## src/rtl/perf_state_pkg.sv

```systemverilog
// Contract
// Transitions run only while enable bit 16 set
// Identification query ECX bit 07 reports support
// Writing 16-bit target starts a transition
// Target written mid-transition taken after current one
// Target control reads return last written target
// Status shows current point, updates by itself
// Code mapping implementation specific, invalid codes ignored
// Direct switch, no sleep, no bus hold
// Leaf 06H ECX bit 0 reports feedback counters
// Fixed-rate counter at 0xE7 counts boot rate
// Actual counter at 0xE8 counts delivered performance
// Per-processor counters advance only when fully active
// Either wrap clears both, counting continues
// Full 64-bit counters, independent writes
// Software saves or zeroes counters per window
// Software reads both counters back to back
// Software detects wrap by smaller new reading
// Counters hold zero after reset
package perf_state_pkg;

	// Register indices at the model register port
	localparam logic [31:0] FIXED_RATE_CNT_IDX = 32'h0000_00e7;
	localparam logic [31:0] ACTUAL_PERF_CNT_IDX = 32'h0000_00e8;
	localparam logic [31:0] PERF_STATUS_IDX = 32'h0000_0198;
	localparam logic [31:0] PERF_TARGET_IDX = 32'h0000_0199;
	localparam logic [31:0] MISC_ENABLE_IDX = 32'h0000_0100;

	// Field positions
	localparam int MISC_XFER_EN_BIT = 16;
	localparam int CAP_LEAF01_XFER_BIT = 7;
	localparam int CAP_LEAF06_FB_BIT = 0;
	localparam int CODE_RATIO_LSB = 8;

	// Reset values
	localparam logic [15:0] PERF_CODE_RST = 16'h0000;
	localparam logic [63:0] FB_CNT_RST = 64'h0000_0000_0000_0000;
	localparam logic [7:0] BASE_RATIO_RST = 8'h01;

	// Valid operating-point window, implementation defined
	localparam logic [7:0] RATIO_MIN = 8'h06;
	localparam logic [7:0] RATIO_MAX = 8'h20;
	localparam logic [7:0] VID_MAX = 8'h3f;

	// Timing
	localparam int CLK_PERIOD_NS = 10;
	localparam int SWITCH_TIME_NS = 500;
	localparam int SWITCH_CYCLES =
		(SWITCH_TIME_NS + CLK_PERIOD_NS - 1) / CLK_PERIOD_NS;
	localparam int REF_TICK_NS = 100;
	localparam int REF_TICK_CYCLES = REF_TICK_NS / CLK_PERIOD_NS;

	typedef enum logic [1:0] {
		XFER_IDLE = 2'b01,
		XFER_SWITCH = 2'b10
	} xfer_state_e;

	typedef struct packed {
		logic rd;
		logic wr;
		logic [31:0] idx;
		logic [63:0] wdata;
	} msr_req_s;

	typedef struct packed {
		logic valid;
		logic fault;
		logic [63:0] data;
	} msr_rsp_s;

endpackage

```

## src/rtl/ref_tick_div.sv

```systemverilog
`timescale 1ns/10ps
module ref_tick_div (
	// Clock and reset
	input wire logic i_ref_clk,
	input wire logic i_rst_n,
	// Control
	input wire logic i_run,
	output logic o_tick
);

	localparam logic [7:0] LAST =
		8'(perf_state_pkg::REF_TICK_CYCLES - 1);

	logic [7:0] cnt_r;
	logic [7:0] cnt_nxt;
	wire at_last = (cnt_r == LAST);

	assign cnt_nxt = (!i_run || at_last) ? 8'h00 : cnt_r + 8'h01;
	assign o_tick = i_run && at_last;

	always_ff @(posedge i_ref_clk or negedge i_rst_n) begin
		if (!i_rst_n) begin
			cnt_r <= 8'h00;
		end else begin
			cnt_r <= cnt_nxt;
		end
	end

endmodule

```

## src/rtl/fb_counter.sv

```systemverilog
`timescale 1ns/10ps
module fb_counter (
	// Clock and reset
	input wire logic i_ref_clk,
	input wire logic i_rst_n,
	// Control
	input wire logic i_clear,
	input wire logic i_load,
	input wire logic [63:0] i_load_val,
	input wire logic i_inc_en,
	input wire logic [15:0] i_inc_amt,
	// State
	output logic [63:0] o_count,
	output logic o_carry
);

	logic [63:0] cnt_r;
	logic [63:0] cnt_nxt;
	wire [64:0] sum = {1'b0, cnt_r} + {49'h0, i_inc_amt};

	// Load beats clear so a software write is never lost
	assign cnt_nxt = i_load ? i_load_val :
		i_clear ? perf_state_pkg::FB_CNT_RST :
		i_inc_en ? sum[63:0] : cnt_r;
	assign o_carry = i_inc_en && sum[64];
	assign o_count = cnt_r;

	always_ff @(posedge i_ref_clk or negedge i_rst_n) begin
		if (!i_rst_n) begin
			cnt_r <= perf_state_pkg::FB_CNT_RST;
		end else begin
			cnt_r <= cnt_nxt;
		end
	end

endmodule

```

## src/rtl/perf_state_ctl.sv

```systemverilog
`timescale 1ns/10ps
module perf_state_ctl (
	// Clock and reset
	input wire logic i_ref_clk,
	input wire logic i_rst_n,
	// Model register port
	input wire perf_state_pkg::msr_req_s i_msr_req,
	output perf_state_pkg::msr_rsp_s o_msr_rsp,
	// Processor condition
	input wire logic i_c0_active,
	input wire logic i_throttle_active,
	input wire logic [7:0] i_base_ratio_strap,
	// Identification query results
	output logic [31:0] o_cap_leaf01_ecx,
	output logic [31:0] o_cap_leaf06_ecx,
	// Operating point to clock and voltage control
	output logic [7:0] o_freq_ratio,
	output logic [7:0] o_volt_id,
	output logic o_switching
);

	localparam logic [15:0] SW_LAST =
		16'(perf_state_pkg::SWITCH_CYCLES - 1);

	function automatic logic code_valid(input logic [15:0] code);
		logic [7:0] ratio;
		ratio = code[15:8];
		code_valid = (ratio >= perf_state_pkg::RATIO_MIN) &&
			(ratio <= perf_state_pkg::RATIO_MAX) &&
			(code[7:0] <= perf_state_pkg::VID_MAX);
	endfunction

	// Register decode
	wire wr = i_msr_req.wr;
	wire rd = i_msr_req.rd;
	wire [31:0] idx = i_msr_req.idx;
	wire sel_fix = (idx == perf_state_pkg::FIXED_RATE_CNT_IDX);
	wire sel_act = (idx == perf_state_pkg::ACTUAL_PERF_CNT_IDX);
	wire sel_sts = (idx == perf_state_pkg::PERF_STATUS_IDX);
	wire sel_tgt = (idx == perf_state_pkg::PERF_TARGET_IDX);
	wire sel_misc = (idx == perf_state_pkg::MISC_ENABLE_IDX);
	wire mapped = sel_fix || sel_act || sel_sts || sel_tgt || sel_misc;
	wire wr_tgt = wr && sel_tgt;
	wire wr_misc = wr && sel_misc;

	logic misc_en_r;
	logic [15:0] target_r;
	logic [15:0] status_r;
	logic [15:0] goal_r;
	logic [15:0] timer_r;
	logic [7:0] base_ratio_r;
	logic boot_done_r;
	perf_state_pkg::xfer_state_e state_r;
	perf_state_pkg::msr_rsp_s rsp_r;

	// Transition sequencer
	wire switching = (state_r == perf_state_pkg::XFER_SWITCH);
	wire pending = (target_r != status_r) && code_valid(target_r);
	wire start = misc_en_r && !switching && pending;
	wire done = switching && (timer_r == 16'h0000);
	perf_state_pkg::xfer_state_e state_nxt;
	logic [15:0] timer_nxt;

	always_comb begin
		state_nxt = state_r;
		timer_nxt = timer_r;
		case (state_r)
			perf_state_pkg::XFER_IDLE: begin
				if (start) begin
					state_nxt = perf_state_pkg::XFER_SWITCH;
					timer_nxt = SW_LAST;
				end
			end
			perf_state_pkg::XFER_SWITCH: begin
				// Disabling abandons the switch, point stays put
				if (!misc_en_r || done) begin
					state_nxt = perf_state_pkg::XFER_IDLE;
				end else begin
					timer_nxt = timer_r - 16'h0001;
				end
			end
			default: begin
				state_nxt = perf_state_pkg::XFER_IDLE;
			end
		endcase
	end

	always_ff @(posedge i_ref_clk or negedge i_rst_n) begin
		if (!i_rst_n) begin
			state_r <= perf_state_pkg::XFER_IDLE;
			timer_r <= 16'h0000;
		end else begin
			state_r <= state_nxt;
			timer_r <= timer_nxt;
		end
	end

	// Goal frozen per switch; newer targets wait for the next one
	always_ff @(posedge i_ref_clk or negedge i_rst_n) begin
		if (!i_rst_n) begin
			goal_r <= perf_state_pkg::PERF_CODE_RST;
		end else if (start) begin
			goal_r <= target_r;
		end
	end

	// Point changes in one step at the end, no sleep or bus hold
	always_ff @(posedge i_ref_clk or negedge i_rst_n) begin
		if (!i_rst_n) begin
			status_r <= perf_state_pkg::PERF_CODE_RST;
		end else if (done && misc_en_r) begin
			status_r <= goal_r;
		end
	end

	// Software-written registers
	always_ff @(posedge i_ref_clk or negedge i_rst_n) begin
		if (!i_rst_n) begin
			misc_en_r <= 1'b0;
			target_r <= perf_state_pkg::PERF_CODE_RST;
		end else begin
			if (wr_misc) begin
				misc_en_r <= i_msr_req.wdata[perf_state_pkg::MISC_XFER_EN_BIT];
			end
			if (wr_tgt) begin
				target_r <= i_msr_req.wdata[15:0];
			end
		end
	end

	// Boot rate captured once after reset release
	always_ff @(posedge i_ref_clk or negedge i_rst_n) begin
		if (!i_rst_n) begin
			boot_done_r <= 1'b0;
			base_ratio_r <= perf_state_pkg::BASE_RATIO_RST;
		end else if (!boot_done_r) begin
			boot_done_r <= 1'b1;
			base_ratio_r <= i_base_ratio_strap;
		end
	end

	// Feedback counters
	wire tick;
	wire [63:0] cnt [2];
	wire [1:0] carry;
	wire [1:0] load;
	wire [15:0] amt [2];
	wire wrap_any = |carry;
	// Counting only in the fully active state
	wire count_en = i_c0_active && boot_done_r;
	// Throttled cycles deliver nothing
	wire act_en = count_en && !i_throttle_active;

	assign load[0] = wr && sel_fix;
	assign load[1] = wr && sel_act;
	assign amt[0] = {8'h00, base_ratio_r};
	assign amt[1] = {8'h00, status_r[15:8]};

	ref_tick_div u_div (
		.i_ref_clk(i_ref_clk),
		.i_rst_n(i_rst_n),
		.i_run(count_en),
		.o_tick(tick)
	);

	genvar g;
	generate
		for (g = 0; g < 2; g++) begin : g_cnt
			fb_counter u_cnt (
				.i_ref_clk(i_ref_clk),
				.i_rst_n(i_rst_n),
				.i_clear(wrap_any),
				.i_load(load[g]),
				.i_load_val(i_msr_req.wdata),
				.i_inc_en(tick && (g == 0 ? count_en : act_en)),
				.i_inc_amt(amt[g]),
				.o_count(cnt[g]),
				.o_carry(carry[g])
			);
		end
	endgenerate

	// Read path, one cycle latency
	wire [63:0] misc_word = 64'(misc_en_r) << perf_state_pkg::MISC_XFER_EN_BIT;
	wire [63:0] rd_mux = sel_fix ? cnt[0] :
		sel_act ? cnt[1] :
		sel_sts ? {48'h0, status_r} :
		sel_tgt ? {48'h0, target_r} :
		sel_misc ? misc_word : 64'h0;

	always_ff @(posedge i_ref_clk or negedge i_rst_n) begin
		if (!i_rst_n) begin
			rsp_r <= '0;
		end else begin
			rsp_r.valid <= rd;
			rsp_r.fault <= (rd || wr) && !mapped;
			rsp_r.data <= rd ? rd_mux : 64'h0;
		end
	end

	assign o_msr_rsp = rsp_r;
	assign o_cap_leaf01_ecx =
		32'h1 << perf_state_pkg::CAP_LEAF01_XFER_BIT;
	assign o_cap_leaf06_ecx =
		32'h1 << perf_state_pkg::CAP_LEAF06_FB_BIT;
	assign o_freq_ratio = status_r[15:8];
	assign o_volt_id = status_r[7:0];
	assign o_switching = switching;

	// Age of a running switch, so timing checks need no long repeats
	logic [15:0] sw_age_r;

	always_ff @(posedge i_ref_clk or negedge i_rst_n) begin
		if (!i_rst_n) begin
			sw_age_r <= 16'h0000;
		end else begin
			sw_age_r <= switching ? sw_age_r + 16'h0001 : 16'h0000;
		end
	end

	// Checks
	AST_DISABLED_HOLDS: assert property (@(posedge i_ref_clk)
		disable iff (!i_rst_n) !misc_en_r |=> $stable(status_r))
		else $error("operating point moved while disabled");
	AST_CAP_FLAGS: assert property (@(posedge i_ref_clk)
		disable iff (!i_rst_n) o_cap_leaf01_ecx[7] && o_cap_leaf06_ecx[0])
		else $error("capability flag missing");
	AST_TARGET_WRITE: assert property (@(posedge i_ref_clk)
		disable iff (!i_rst_n)
		wr_tgt |=> target_r == $past(i_msr_req.wdata[15:0]))
		else $error("target not stored");
	AST_LATE_TARGET: assert property (@(posedge i_ref_clk)
		disable iff (!i_rst_n)
		switching && !done && misc_en_r && wr_tgt |=> switching &&
		$stable(goal_r))
		else $error("running switch disturbed by new target");
	AST_TARGET_READ: assert property (@(posedge i_ref_clk)
		disable iff (!i_rst_n)
		rd && sel_tgt && !wr |=> o_msr_rsp.valid &&
		o_msr_rsp.data[15:0] == target_r)
		else $error("target readback wrong");
	AST_SWITCH_TIME: assert property (@(posedge i_ref_clk)
		disable iff (!i_rst_n)
		switching && misc_en_r && sw_age_r == SW_LAST |=>
		status_r == $past(goal_r))
		else $error("switch did not land in time");
	AST_SWITCH_BOUND: assert property (@(posedge i_ref_clk)
		disable iff (!i_rst_n) switching |-> sw_age_r <= SW_LAST)
		else $error("switch ran too long");
	AST_VALID_ONLY: assert property (@(posedge i_ref_clk)
		disable iff (!i_rst_n) switching |-> code_valid(goal_r))
		else $error("invalid code started a switch");
	AST_WRAP_BOTH: assert property (@(posedge i_ref_clk)
		disable iff (!i_rst_n)
		wrap_any && load == 2'b00 |=> cnt[0] == 64'h0 && cnt[1] == 64'h0)
		else $error("wrap did not clear both counters");
	AST_IDLE_HOLD: assert property (@(posedge i_ref_clk)
		disable iff (!i_rst_n)
		!i_c0_active && load == 2'b00 |=> $stable(cnt[0]) && $stable(cnt[1]))
		else $error("counter moved outside active state");
	AST_INDEP_WRITE: assert property (@(posedge i_ref_clk)
		disable iff (!i_rst_n)
		load == 2'b01 && !wrap_any && !tick |=> cnt[0] ==
		$past(i_msr_req.wdata) && $stable(cnt[1]))
		else $error("counter write leaked to its partner");
	AST_RATE_STEP: assert property (@(posedge i_ref_clk)
		disable iff (!i_rst_n)
		tick && count_en && !wrap_any && load == 2'b00 |=>
		cnt[0] == $past(cnt[0]) + 64'(base_ratio_r))
		else $error("fixed-rate step wrong");

endmodule

```

## config.mk

```make
export PLATFORM = sky130hd
export DESIGN_NAME = perf_state_ctl
export DESIGN_NICKNAME = d
export VERILOG_FILES = /design/src/rtl/perf_state_pkg.sv /design/src/rtl/ref_tick_div.sv /design/src/rtl/fb_counter.sv /design/src/rtl/perf_state_ctl.sv
export SDC_FILE = /design/constraint.sdc
export NUM_CORES = 1
export LEC_CHECK = 0
export BUFFER_PORTS_ARGS = -buffer_cell sky130_fd_sc_hd__buf_2
export CAP_MARGIN = 10
export CORE_ASPECT_RATIO = 1.2
export CORE_MARGIN = 2
export CORE_UTILIZATION = 28
export DETAILED_ROUTE_END_ITERATION = 8
export MAX_ROUTING_LAYER = met4
export PLACE_DENSITY = 0.51
export SLEW_MARGIN = 10
export SYNTH_ARGS = -nofsm -noshare
export SYNTH_HDL_FRONTEND = slang
export SYNTH_SLANG_ARGS = --single-unit
```

## constraint.sdc

```tcl
create_clock -name i_ref_clk -period 3.04 [get_ports i_ref_clk]
set_clock_uncertainty 0.2 [all_clocks]
set_input_delay 0.152 -clock i_ref_clk [delete_from_list [all_inputs] [get_ports i_ref_clk]]
set_output_delay 0.152 -clock i_ref_clk [all_outputs]
set_load 0.02 [all_outputs]
```

**Yosys cells after proc, flatten, opt, wreduce, memory -nomap -nowiden**

Cells that the tools add are included.

- Bits in registers: 278
- Bits of input ports: 110
- Output and inout port bits: 147
- Word-level logic and storage cells: 90

- Add/sub/neg operators: 4
- Magnitude comparators: 3
- Equal/unequal tests: 12
- Multiplexer cells: 19
- Reductions and logical operators: 38

Operators by type and width:

| kind | count |
|---|---|
| 64-bit 2-to-1 mux | 9 |
| 64-bit by 8-bit adder with 65-bit output | 2 |
| 32-bit by 9-bit equality test with 1-bit output, second input constant | 3 |
| 32-bit by 8-bit equality test with 1-bit output, second input constant | 2 |
| 17-bit 2-to-1 mux | 3 |
| 16-bit 2-to-1 mux | 2 |
| 16-bit case mux with 2 select lines | 1 |
| 1-bit logical AND | 19 |
| 8-bit by 6-bit less-or-equal comparator with 1-bit output, second input constant | 2 |
| 16-bit zero test | 1 |
| 16-bit inequality test | 1 |
| 16-bit by 1-bit subtractor with 16-bit output, second input constant | 1 |
| 8-bit by 1-bit adder with 8-bit output, second input constant | 1 |
| 8-bit by 4-bit equality test with 1-bit output, second input constant | 1 |
| 8-bit by 3-bit greater-or-equal comparator with 1-bit output, second input constant | 1 |
| 8-bit 2-to-1 mux | 1 |
| 1-bit logical OR | 7 |
| 3-bit nonzero test | 2 |
| 1-bit zero test | 5 |
| 2-bit 2-to-1 mux | 2 |
| 2-bit inequality test, second input constant | 2 |
| 2-bit case mux with 2 select lines | 1 |
| 3-bit AND reduction | 1 |
| 2-bit by 1-bit equality test with 1-bit output, second input constant | 1 |
| other kinds (5) | 5 |

**Longest topological paths before layout**

Gate-level depths: netlist of the first run.

- Depth after elaboration: 7
- Gate-level depth with buffers: 12
- Depth with buffers taken out: 10

**Cells and area by module**

Synthesis of the first run repeated with hierarchy kept, for this count alone.

- Cells, all modules: 1762
- Area, all modules: 16624.7 um^2

Modules (own cells, without submodules):

| module | instances | cells each | area each (um^2) |
|---|---|---|---|
| perf_state_ctl | 1 | 620 | 6782.8 |
| fb_counter (g_cnt[0].u_cnt) | 1 | 554 | 4862.2 |
| fb_counter (g_cnt[1].u_cnt) | 1 | 548 | 4581.9 |
| ref_tick_div | 1 | 40 | 397.9 |

**Worst setup path after synthesis of the first run**

No wires, ideal clock.

- Kind: register to register
- From: reg status_r[8]
- To: reg g_cnt[1].u_cnt.cnt_r[63]
- Setup time: 0.123 ns
- Arrival: 2.828 ns
- Data required time: 2.717 ns
- Path slack: -0.111 ns
- Stages on the path, launching flop included: 13
- Cell sequence: dfrtp_1 -> ha_1 -> inv_1 -> fa_1 -> nand2b_1 -> a21o_1 -> a211oi_1 -> nand4_1 -> and2_1 -> buf_6 -> buf_6 -> nand3_1 -> a21oi_1

- Longest elaborated chain between the ends: 5
- Elaborated cells between the ends (all ways): 7
- Those cells by class: add/sub (1); mux (3); reduce/logical (3)

RTL lines:

| item | line | source |
|---|---|---|
| from (decl) | perf_state_ctl.sv:48 | `logic [15:0] status_r;` |
| from (signal assigned) | perf_state_ctl.sv:110 | `status_r <= perf_state_pkg::PERF_CODE_RST;` |
| from (signal assigned) | perf_state_ctl.sv:112 | `status_r <= goal_r;` |
| 64-bit by 8-bit adder with 65-bit output (*) | fb_counter.sv:19 | `wire [64:0] sum = {1'b0, cnt_r} + {49'h0, i_inc_amt};` |
| 1-bit logical AND | fb_counter.sv:25 | `assign o_carry = i_inc_en && sum[64];` |
| 2-bit OR reduction | perf_state_ctl.sv:148 | `wire wrap_any = \|carry;` |
| 64-bit 2-to-1 mux | fb_counter.sv:23 | `i_clear ? perf_state_pkg::FB_CNT_RST :` |
| 64-bit 2-to-1 mux | fb_counter.sv:22 | `assign cnt_nxt = i_load ? i_load_val :` |
| to (signal assigned) | fb_counter.sv:30 | `cnt_r <= perf_state_pkg::FB_CNT_RST;` |
| to (signal assigned) | fb_counter.sv:32 | `cnt_r <= cnt_nxt;` |
| to (decl) | fb_counter.sv:17 | `logic [63:0] cnt_r;` |

Mark *: on every way between the ends. The rest lies on a longest branch, timed or not. The select of a mux whose other input is x is not followed.
A chain may end at the register's enable or synchronous reset.

**Worst setup path after layout of the first run**

- From: reg g_cnt[1].u_cnt.cnt_r[0]
- To: reg g_cnt[1].u_cnt.cnt_r[12]

- Longest elaborated chain between the ends: 5
- Elaborated cells between the ends (all ways): 7
- Those cells by class: add/sub (1); mux (3); reduce/logical (3)

RTL lines:

| item | line |
|---|---|
| 64-bit by 8-bit adder with 65-bit output (*) | fb_counter.sv:19 |
| 1-bit logical AND | fb_counter.sv:25 |
| 2-bit OR reduction | perf_state_ctl.sv:148 |
| 64-bit 2-to-1 mux | fb_counter.sv:23 |
| 64-bit 2-to-1 mux | fb_counter.sv:22 |

Marked as above.

==> results of run 1 <==
==> cell usage in the layout (no fill, tap or decap), types with 17 or more instances in the layout <==
master and count:
a22oi_1 48, conb_1 65, a222oi_1 17, nor2_1 69, mux2_2 55, nor3_1 22, buf_4 179, xnor2_1 43
nand2_1 227, nand4_1 57, buf_2 191, nor2b_1 58, and4_1 22, o21ai_1 20, clkbuf_16 40, a21boi_0 17
nand3_1 59, ha_1 19, xor2_1 50, a21o_1 20, dlygate4sd3_1 76, o21ai_0 59, buf_12 22, a21oi_1 97
o21ai_2 25, inv_1 19, dfrtp_1 274, nor4_1 25, and3_1 36
==> synth_stat cells, drive strengths merged, types with 5 or more instances <==
master	count
xnor2	43
nor3b	7
buf	86
a211oi	10
nand3	62
or3	10
or4	15
a21o	21
xor2	50
nor3	26
nor4	33
a22o	15
a32o	6
ha	21
and3	36
a21oi	98
a21boi	17
or2	6
nand3b	7
o2111ai	6
o31ai	16
nand4	57
a22oi	56
nor2	71
o211ai	14
a31oi	6
dfrtp	276
and4	22
and2	15
mux2i	10
o21ai	104
a311oi	5
o41ai	9
nor2b	58
a222oi	17
nand2	231
o2bb2ai	6
clkbuf	66
nand2b	14
mux2	55
inv	21
==> layer usage <==
layer / share of wire, % / global-route usage [%] / wire, µm
met4: 5.1 / 10.58 / 3427
met2: 50 / 37.97 / 33360
met1: 40 / 26.33 / 26860
met5: 0 / - / 0
met3: 5.1 / 2.488 / 3413
==> power groups by stage <==
stage	combinational (W)	sequential [W]	clock, W
after floorplan	0.000205	0.00379	0
after global placement	0.000415	0.00379	0
after detailed placement	0.000417	0.00379	0
after CTS	0.000497	0.00373	0.00442
after global routing	0.000536	0.00372	0.00455
final	0.000494	0.00373	0.00432
==> cell type report <==
type | count | area [µm²]
sequential | 278 | 6962
timing repair buffer | 487 | 3795
multi-input combinational | 1347 | 8879
fill | 5761 | 35260
clock buffer | 42 | 952.2
tap | 735 | 919.6
inverter | 21 | 81.33
clock inverter | 17 | 205.2
==> registers in the layout (all words and copies together) (netlist names) <==
name                 flops
base_ratio_r             8
boot_done_r              1
g_cnt.u_cnt.o_count    128
goal_r                  16
misc_en_r                1
o_msr_rsp               66
state_r                  2
status_r                16
target_r                16
timer_r                 16
u_div.cnt_r              8
==> final timing paths <==
| path | to | slack, ns | cells past startpoint |
|---|---|---|---|
| setup / recovery | g_cnt[1].u_cnt.o_count[12]$_DFFE_PN0P_ | -0.002 | 14 |
| hold / removal | o_msr_rsp[52]$_DFF_PN0_ | 0.003 | 2 |
| setup reg to reg | g_cnt[1].u_cnt.o_count[12]$_DFFE_PN0P_ | -0.002 | 14 |
| hold reg to reg | status_r[7]$_DFFE_PN0P_ | 0.29 | 1 |
| max in group asynchronous | g_cnt[0].u_cnt.o_count[20]$_DFFE_PN0P_ | 1.81 | 3 |
| min in group i_ref_clk | g_cnt[1].u_cnt.o_count[57]$_DFFE_PN0P_ | 0.08 | 6 |
==> cells by family after synthesis <==
kind of cell / synth area share (%)
and+or+nand+nor: 22.06
AOI/OAI and AO/OA: 17.54
DFF: 43.17
buffers and inverters: 5.783
xor gates and xnor gates: 5.053
muxes: 4.463
adders and majority gates: 1.878
other: 0.04659
==> repair_timing <==
item                       CTS  global route
hold endpoints to repair   417             0
cloned                       0             6
hold buffers                76             0
setup buffers                5             8
pin swaps                    5            46
gates resized for setup     19           109
setup endpoints to repair  127           124
==> metrics by stage <==
step                      total power [W]  util (%)
final                            0.008537     38.20
after global routing             0.008814     38.20
after CTS                        0.008647     37.25
after detailed placement         0.004211     33.68
after global placement           0.004209     33.68
after floorplan                  0.003997         -
==> flow_summary.ini, run 1 <==
[status]
status = finished, violations left
violations = negative setup slack

[power]
powerDensity_mw_per_mm2 = 391.7
power_frac_seq_pct = 43.7
p_leak_nw = 10.09
p_clk_share_pct = 50.6
switching_power_w = 0.002068
internal_power_w = 0.006469
combPwrFrac_pct = 5.8
switching_share_pct = 24.22
vdd_drop_max_mv = 0.3061

[detailed_routing]
num_vias = 15790
avgViaCountPerCell = 5.393
drc_errors = 0
wl_per_cell_um = 22.91
dr.pass1.iters = 6
drtIter0Drc = 1403
drtAntennaViolNets = 0
drt_wl_total_um = 67060

[sta]
fin_crit_sh_pct = 100.1
slew_headroom_pct = 50.67
min_period_ns = 3.042
fin_hold_ws_ns = 0.003359
tightest_slew_ns = 0.7399
setup_tns_ns = -0.002026
timing.final.hold_violations = 0
report.final.slew_viol_count = 0
setup_viol = 1
rsz0062_at_grt = true
fmax_ghz = 0.3287
fin_ws_ns = -0.002026

[place]
port_buffers = 192
gp_congestion = 0.9597
hpwl_um = 49550
dp.cells = 2773
placed_area_mm2 = 0.01922
preCtsSetupSlack_ns = -0.1398

[worst_setup_path]
cp_top_family = compound AO/OA/AOI/OAI gates
crit_fanout = 5
path_buf_inv = 5
cpMostUsedCell = buf_6
cp_slowest_cell = fa_2
r2r-start = g_cnt[1].u_cnt.o_count[0]$_DFFE_PN0P_
cp_slowest_stage_delay_ns = 0.38
worstPathRequired_ns = 3.29
cp_cell_sequence = ha_2 -> inv_2 -> fa_2 -> nand2b_4 -> a21o_1 -> buf_6 -> a211o_4 -> nor2_4 -> buf_6 -> a311oi_4 -> buf_6 -> buf_12 -> a22o_1 -> o21a_1
critPathCaptureType = flop
crit_type = flop to flop
crit_path_start_kind = flop
startpoint = g_cnt[1].u_cnt.o_count[0]$_DFFE_PN0P_
worstPathArrival_ns = 3.29

[floorplan]
dieHeight_um = 266.8
core_mm2 = 0.05705
start_util_pct = 28.25
die_x_um = 223.0
dieArea_mm2 = 0.05951
num_rows = 96
io_pins = 257

[clock_network]
cts_buffers = 34
clkSlewWorstSetupHoldPaths_ns = 0.07
h-tree-depth = 2
cts_buffer_depth = 3
cts_tree = built
clock-sinks = 278
root_buffer = clkbuf_16
worstSkewPairLatency_ns = 0.56

[logic_synthesis]
seq_area_frac_synth_pct = 43.17
synth.top_cell.area_share_pct = 42.85
yosysWarnings = 0
ys_ff_latch = 278
synthFlopType = dfrtp_1
synthArstFlopShare_pct = 100.0
synthesis.area_mm2 = 0.01612
synth-edff-count = 0
synth.area.top_cells = dfrtp_1 43%, nand2_1 5.3%, mux2_2 3.8%
synthCells = 1735
syn-mean-instance-area_um2 = 9.291
synth.distinct_cells = 75
synth_top_cell_by_area = dfrtp_1

[global_route]
grt_usage_pct = 22.28
grt_overflow = 0
grt_max_degree = 80
grt_pass1_vias = 15660
grt_pass1_wl_um = 97880
antenna_found_initial = 0

[layout]
num_antenna_cells = 0
nNetsFinal = 2302
stdcell_count = 2927
drive_gt1_share_pct = 28.38
fin_area_mm2 = 0.02179
area_growth_pct = 35.20

[job]
drv_cap = 0

[hold_path]
hold_path.class = primary input to asynchronous set/reset pin
Power figures use the tool's default switching activity.
==> inputs of run 2 (changes only) <==
--- a/config.mk
+++ b/config.mk
@@ -6,13 +6,13 @@
 export NUM_CORES = 1
 export LEC_CHECK = 0
 export BUFFER_PORTS_ARGS = -buffer_cell sky130_fd_sc_hd__buf_2
-export CAP_MARGIN = 10
 export CORE_ASPECT_RATIO = 1.2
 export CORE_MARGIN = 2
 export CORE_UTILIZATION = 28
 export DETAILED_ROUTE_END_ITERATION = 8
 export MAX_ROUTING_LAYER = met4
 export PLACE_DENSITY = 0.51
+export SKIP_LAST_GASP = 1
 export SLEW_MARGIN = 10
 export SYNTH_ARGS = -nofsm -noshare
 export SYNTH_HDL_FRONTEND = slang
==> run 2 against run 1 <==
  * The flow still finishes with violations (negative setup slack)
  * Maximum frequency is 0.39% lower
  * First-iteration DRC count up 2.4%
  * Cell area about the same
  * Global-route usage about the same
  * Final cell count is 0.14% higher
  * Non-clock buffer count rose by 4
  * Combinational power hardly changed
  * Flip-flop and latch count is the same
  * Total power hardly changed
  * Count of clock-buffer cells in the layout unchanged
  * Largest power group unchanged
==> flow_summary.ini, run 2 (synthesis results as in run 1) <==
[status]
status = finished, violations left
violations = negative setup slack

[global_route]
grt_pass1_wl_um = 97880
grt_usage_pct = 22.28
antenna_found_initial = 0
grt_max_degree = 80
grt_pass1_vias = 15660
grt_overflow = 0

[detailed_routing]
drt_wl_total_um = 67280
avgViaCountPerCell = 5.364
drtIter0Drc = 1437
wl_per_cell_um = 22.96
num_vias = 15720
drtAntennaViolNets = 0
dr.pass1.iters = 5
drc_errors = 0

[sta]
fin_ws_ns = -0.01409
rsz0062_at_grt = true
timing.final.hold_violations = 0
fmax_ghz = 0.3274
fin_crit_sh_pct = 100.5
report.final.slew_viol_count = 0
min_period_ns = 3.054
slew_headroom_pct = 50.21
tightest_slew_ns = 0.7469
setup_viol = 4

[power]
internal_power_w = 0.006469
p_leak_nw = 10.09
combPwrFrac_pct = 5.8
power_w = 0.008529
switching_power_w = 0.002060
power_frac_seq_pct = 43.7
vdd_drop_max_mv = 0.3069
powerDensity_mw_per_mm2 = 391.4
switching_share_pct = 24.15
p_clk_share_pct = 50.5

[job]
drv_cap = 0

[worst_setup_path]
critPathCaptureType = flop
r2r_cells = 9
worstPathRequired_ns = 3.26
crit_type = flop to flop
cpMostUsedCell = or4_4
crit_path_start_kind = flop
cp_slowest_cell = or4_4
worstPathArrival_ns = 3.28
startpoint = u_div.cnt_r[6]$_DFF_PN0_
cp_slowest_stage_delay_ns = 0.56
cp_cell_sequence = nor4_4 -> nand4_1 -> or4_4 -> or4_4 -> nand3b_1 -> buf_6 -> buf_12 -> a311oi_2 -> a21o_1
crit_fanout = 7
r2r-start = u_div.cnt_r[6]$_DFF_PN0_

[clock_network]
clkSlewWorstSetupHoldPaths_ns = 0.06
cts_buffers = 34
h-tree-depth = 2
cts_buffer_depth = 3
cts_tree = built
clock-sinks = 278
worstSkewPairLatency_ns = 0.55
root_buffer = clkbuf_16

[layout]
stdcell_count = 2931
drive_gt1_share_pct = 28.10
largest_register_ffs = 128
layout_common_cells = 274 x dfrtp_1, 228 x nand2_1, 191 x buf_2
num_antenna_cells = 0
area_growth_pct = 35.18
final_common_cell = dfrtp_1
nNetsFinal = 2306
multiInputGateArea_mm2 = 0.008840
seq_area_mm2 = 0.006962
fin_area_mm2 = 0.02179
fill_cells = 5756

[place]
placed_area_mm2 = 0.01922
gp_congestion = 0.9597
hpwl_um = 49550
dp.cells = 2773
port_buffers = 192

[floorplan]
io_pins = 257
dieArea_mm2 = 0.05951
start_util_pct = 28.25
core_mm2 = 0.05705
die_x_um = 223.0
dieHeight_um = 266.8
num_rows = 96

[hold_path]
hold_path.class = primary input to asynchronous set/reset pin
-- run 2: cell types whose count changed in the layout (fill, tap and decap cells not counted), sizes merged --
cell  delta
buf      +4
-- run 2: repair_timing --
action | in CTS | in global routing
hold endpoints to repair | 417 | 0
endpoints found under the setup margin | 127 | 125
cloned | 0 | 7
pin swaps | 5 | 51
buffers inserted | 5 | 11
hold buffers | 76 | 0
gates resized for setup | 16 | 100
-- run 2: area by class of cell --
cell class	instances	area share (%)
clock buffers	42	4.370
clock inverters	17	0.9417
inverters	21	0.3618
multi-input cells	1347	40.57
flip-flops and latches	278	31.95
well taps	735	4.221
repair buffers	491	17.59
-- run 2: power by group through the flow --
stage / combinational (W) / sequential, W / clock (W)
after floorplan: 0.000205 / 0.00379 / 0
after global placement: 0.000415 / 0.00379 / 0
after detailed placement: 0.000417 / 0.00379 / 0
after CTS: 0.000497 / 0.00373 / 0.00442
after global routing: 0.000536 / 0.00372 / 0.00455
final: 0.000495 / 0.00373 / 0.00431
-- run 2: worst paths after layout --
check / end / slack, ns
worst min register to register: status_r[7]$_DFFE_PN0P_ / 0.29
worst max-delay path: g_cnt[0].u_cnt.o_count[19]$_DFFE_PN0P_ / -0.01
min in group i_ref_clk: g_cnt[1].u_cnt.o_count[54]$_DFFE_PN0P_ / 0.09
worst max register to register: g_cnt[0].u_cnt.o_count[19]$_DFFE_PN0P_ / -0.01
worst min-delay path: o_msr_rsp[52]$_DFF_PN0_ / 0.008
max in group asynchronous: g_cnt[0].u_cnt.o_count[20]$_DFFE_PN0P_ / 1.80
-- run 2: worst max-delay path, delay by kind of cell (launching register included) --
kind / cells / cell delay [ns]
compound gates: 2 / 0.22
simple gates: 5 / 1.78
flops: 1 / 0.44
buf+inv: 2 / 0.29
-- run 2: layer usage --
layer / track usage [%] / share of wire [%] / vias to the layer above
met2: 38.01 / 50 / 609
met3: 2.488 / 4.8 / 188
met1: 26.28 / 40 / 7793
li1: - / - / 7132
met4: 10.58 / 5.3 / 0
met5: - / 0 / -
-- run 2: per-stage QoR --
stage                     utilization (%)  hold WS (ns)  setup slack [ns]  TNS [ns]
final                               38.19      0.007879          -0.01409  -0.03810
after floorplan                         -       -0.3436           0.03271         0
after global placement              33.68       0.01839           -0.1241    -2.348
after global routing                38.19       0.07438          -0.09876    -2.369
after detailed placement            33.68       0.02209           -0.1398    -4.551
after CTS                           37.24       0.03074          -0.05410  -0.08741
==> inputs of run 3 (changes only) <==
--- a/config.mk
+++ b/config.mk
@@ -5,13 +5,14 @@
 export SDC_FILE = /design/constraint.sdc
 export NUM_CORES = 1
 export LEC_CHECK = 0
+export ABC_AREA = 1
 export BUFFER_PORTS_ARGS = -buffer_cell sky130_fd_sc_hd__buf_2
 export CORE_ASPECT_RATIO = 1.2
 export CORE_MARGIN = 2
 export CORE_UTILIZATION = 28
 export DETAILED_ROUTE_END_ITERATION = 8
 export MAX_ROUTING_LAYER = met4
-export PLACE_DENSITY = 0.51
+export PLACE_DENSITY = 0.5
 export SKIP_LAST_GASP = 1
 export SLEW_MARGIN = 10
 export SYNTH_ARGS = -nofsm -noshare
==> run 3 against run 2 <==
  * The run ends with design-rule violations, negative hold slack left
  * Critical path depth rose by 8
  * Critical path type unchanged
  * Flip-flop and latch count unchanged
  * Largest cell class unchanged
  * Via count up 30%
  * Area after synthesis is 25% higher
  * Core utilization decreased by 4.0 points
  * Setup slack improved by 0.19 ns
  * Combinational power rose by 26%
  * Critical endpoint is now g_cnt[1].u_cnt.o_count[2]$_DFFE_PN0P_
  * Sequential share of layout area down 3.3 points
  * First-iteration DRC count rose by 27%
  * Synthesized cell count rose by 70%
  * Final cell count up 43%
  * Register-to-register slack better by 0.19 ns
==> flow_summary.ini, run 3 <==
[status]
status = finished, violations left
violations = design-rule violations, negative hold slack

[detailed_routing]
drtAntennaViolNets = 0
dr.pass1.iters = 9
drt_wl_total_um = 85020
drtIter0Drc = 1829
avgViaCountPerCell = 4.867
wl_per_cell_um = 20.26
drc_errors = 50
num_vias = 20430

[clock_network]
cts_tree = built
worstSkewPairLatency_ns = 0.57
h-tree-depth = 2
cts_buffer_depth = 3
clkSlewWorstSetupHoldPaths_ns = 0.06
clock-sinks = 278
root_buffer = clkbuf_16
cts_buffers = 36
cts_setup_buffers = 0

[layout]
fill_cells = 7767
drive_gt1_share_pct = 17.49
largest_register_ffs = 128
area_growth_pct = 20.72
seq_area_mm2 = 0.006959
multiInputGateArea_mm2 = 0.01119
stdcell_count = 4197
nNetsFinal = 3378
final_common_cell = nand2_1
layout_common_cells = 951 x nand2_1, 276 x dfrtp_1, 268 x inv_1

[logic_synthesis]
synthArstFlopShare_pct = 100.0
synth_common_cells = 951 x nand2_1, 276 x dfrtp_1, 268 x inv_1
synth-xor-area-share_pct = 3.527
synth_top_family_by_area = simple AND/OR/NAND/NOR gates
synth-edff-count = 0
synthesis.area_mm2 = 0.02011
syn-mean-instance-area_um2 = 6.814
synthFlopType = dfrtp_1
synth.top_cell.area_share_pct = 34.34
synth.area.top_cells = dfrtp_1 34%, nand2_1 18%, nand3_1 6.0%
synthCells = 2952
synthMuxAreaShare_pct = 1.176
synth_most_common_cell = nand2_1
synth_compound_area_share_pct = 8.640
ys_ff_latch = 278
seq_area_frac_synth_pct = 34.60
yosysWarnings = 0
yosys.area_share.adder_pct = 1.505
yosys.area_share.simple_pct = 39.41
synth_top_cell_by_area = dfrtp_1
synth.distinct_cells = 55

[global_route]
grt_pass1_wl_um = 126300
grt_overflow = 0
grt_pass1_vias = 19330
grt_usage_pct = 23.30
antenna_found_initial = 0
grt_max_degree = 77

[sta]
min_period_ns = 2.863
tightest_slew_ns = 0.7403
rsz0062_at_grt = true
setup_tns_ns = 0
slew_headroom_pct = 50.59
setup_viol = 0
fmax_ghz = 0.3493
timing.final.hold_violations = 9
fin_crit_sh_pct = 94.17
fin_hold_ws_ns = -0.01031
report.final.slew_viol_count = 0

[floorplan]
io_pins = 257
dieArea_mm2 = 0.07401
dieHeight_um = 297.6
core_mm2 = 0.07109
num_rows = 107
start_util_pct = 28.29
die_x_um = 248.7

[worst_setup_path]
critPathCaptureType = flop
crit_type = flop to flop
worstPathArrival_ns = 3.16
crit_path_start_kind = flop
worstPathRequired_ns = 3.34
crit_fanout = 16

[place]
port_buffers = 192
dp.cells = 4052
gp_congestion = 0.9969
hpwl_um = 66310

[power]
p_leak_nw = 11.83
powerDensity_mw_per_mm2 = 359.6
vdd_drop_max_mv = 0.3142

[hold_path]
hold_path.class = primary input to asynchronous set/reset pin

[job]
drv_cap = 0
-- run 3: cell types whose count changed in the layout (fill, tap and decap cells not counted), moves of 58 or more --
cell     previous run  this run
o21ai_1            23       113
nand2_2             2       125
inv_1              19       268
nand3_1            60       243
buf_4             182        80
nor2b_1            58         0
nand2_1           228       951
nor2_1             69       260
-- run 3: final cells by class --
type / count / area share [%]
repair buffers: 371 / 11.26
flip-flops and latches: 278 / 28.66
clock inverters: 16 / 0.6286
clock buffers: 47 / 4.215
diodes: 1 / 0.01031
well taps: 926 / 4.771
multi-input cells: 2277 / 46.09
inverters: 281 / 4.364
-- run 3: metrics by stage --
stage / setup slack (ns) / instance area, µm² / total power, W / util (%) / hold slack, ns
finish: 0.1771 / 24280 / 0.008731 / 34.16 / -0.01031
global placement: 0.2356 / 22280 / 0.004335 / 31.34 / 0.005544
CTS: 0.1947 / 24260 / 0.008838 / 34.13 / 0.006353
floorplan: 0.3766 / 20350 / 0.004080 / - / -0.3436
detailed placement: 0.2079 / 22280 / 0.004334 / 31.34 / 0.008046
global route: -0.007837 / 24280 / 0.009018 / 34.15 / 0.04213
-- run 3: cell families after synthesis --
| group | after synthesis |
|---|---|
| compound gates | 318 |
| simple gates | 1769 |
| mux | 21 |
| fa+ha+maj | 23 |
| xor+xnor | 81 |
| buf+inv | 460 |
| other cells | 2 |
| flops | 278 |
-- run 3: timing repair --
item	CTS	global route
endpoints found under the setup margin	0	22
hold endpoints to repair	451	0
hold buffers	81	0
gates resized for setup	0	3
-- run 3: metal layers --
metal	part of all wire [%]	wire (µm)	track usage, %	vias to the layer above
li1	-	-	-	9900
met1	45	38330	31.39	9577
met2	45	37890	35.84	803
met3	6.3	5365	2.669	145
met4	4.0	3430	8.947	0
met5	0	0	-	-
-- run 3: final timing paths --
kind                       cells past startpoint                                     to                        start  slack, ns
max in group asynchronous                      3  g_cnt[1].u_cnt.o_count[7]$_DFFE_PN0P_                      i_rst_n       1.83
setup / recovery                              17  g_cnt[1].u_cnt.o_count[2]$_DFFE_PN0P_  base_ratio_r[0]$_DFFE_PN1N_       0.18
hold reg to reg                                2                  goal_r[2]$_DFFE_PN0P_        goal_r[2]$_DFFE_PN0P_       0.28
setup reg to reg                              17  g_cnt[1].u_cnt.o_count[2]$_DFFE_PN0P_  base_ratio_r[0]$_DFFE_PN1N_       0.18
hold / removal                                 2                timer_r[13]$_DFFE_PN0P_                      i_rst_n      -0.01
min in group i_ref_clk                         8                o_msr_rsp[16]$_DFF_PN0_                i_msr_req[66]       0.04
-- run 3: worst max-delay path: stages, from the launching register on --
cell	delay, ns
dfstp_2	0.53
ha_1	0.16
inv_1	0.05
fa_1	0.39
inv_1	0.11
nand2_1	0.06
nand2_1	0.08
nand3_2	0.08
nand2_2	0.12
nand3_4	0.10
inv_2	0.07
nand3_2	0.10
nand2_2	0.14
nor2_8	0.05
nand2_8	0.20
buf_4	0.22
nand2_1	0.06
nand2_1	0.06
-- run 3: power breakdown --
part           switching (W)  internal, W
clock network        0.00183      0.00255
registers          0.0000101      0.00372
logic               0.000420     0.000205
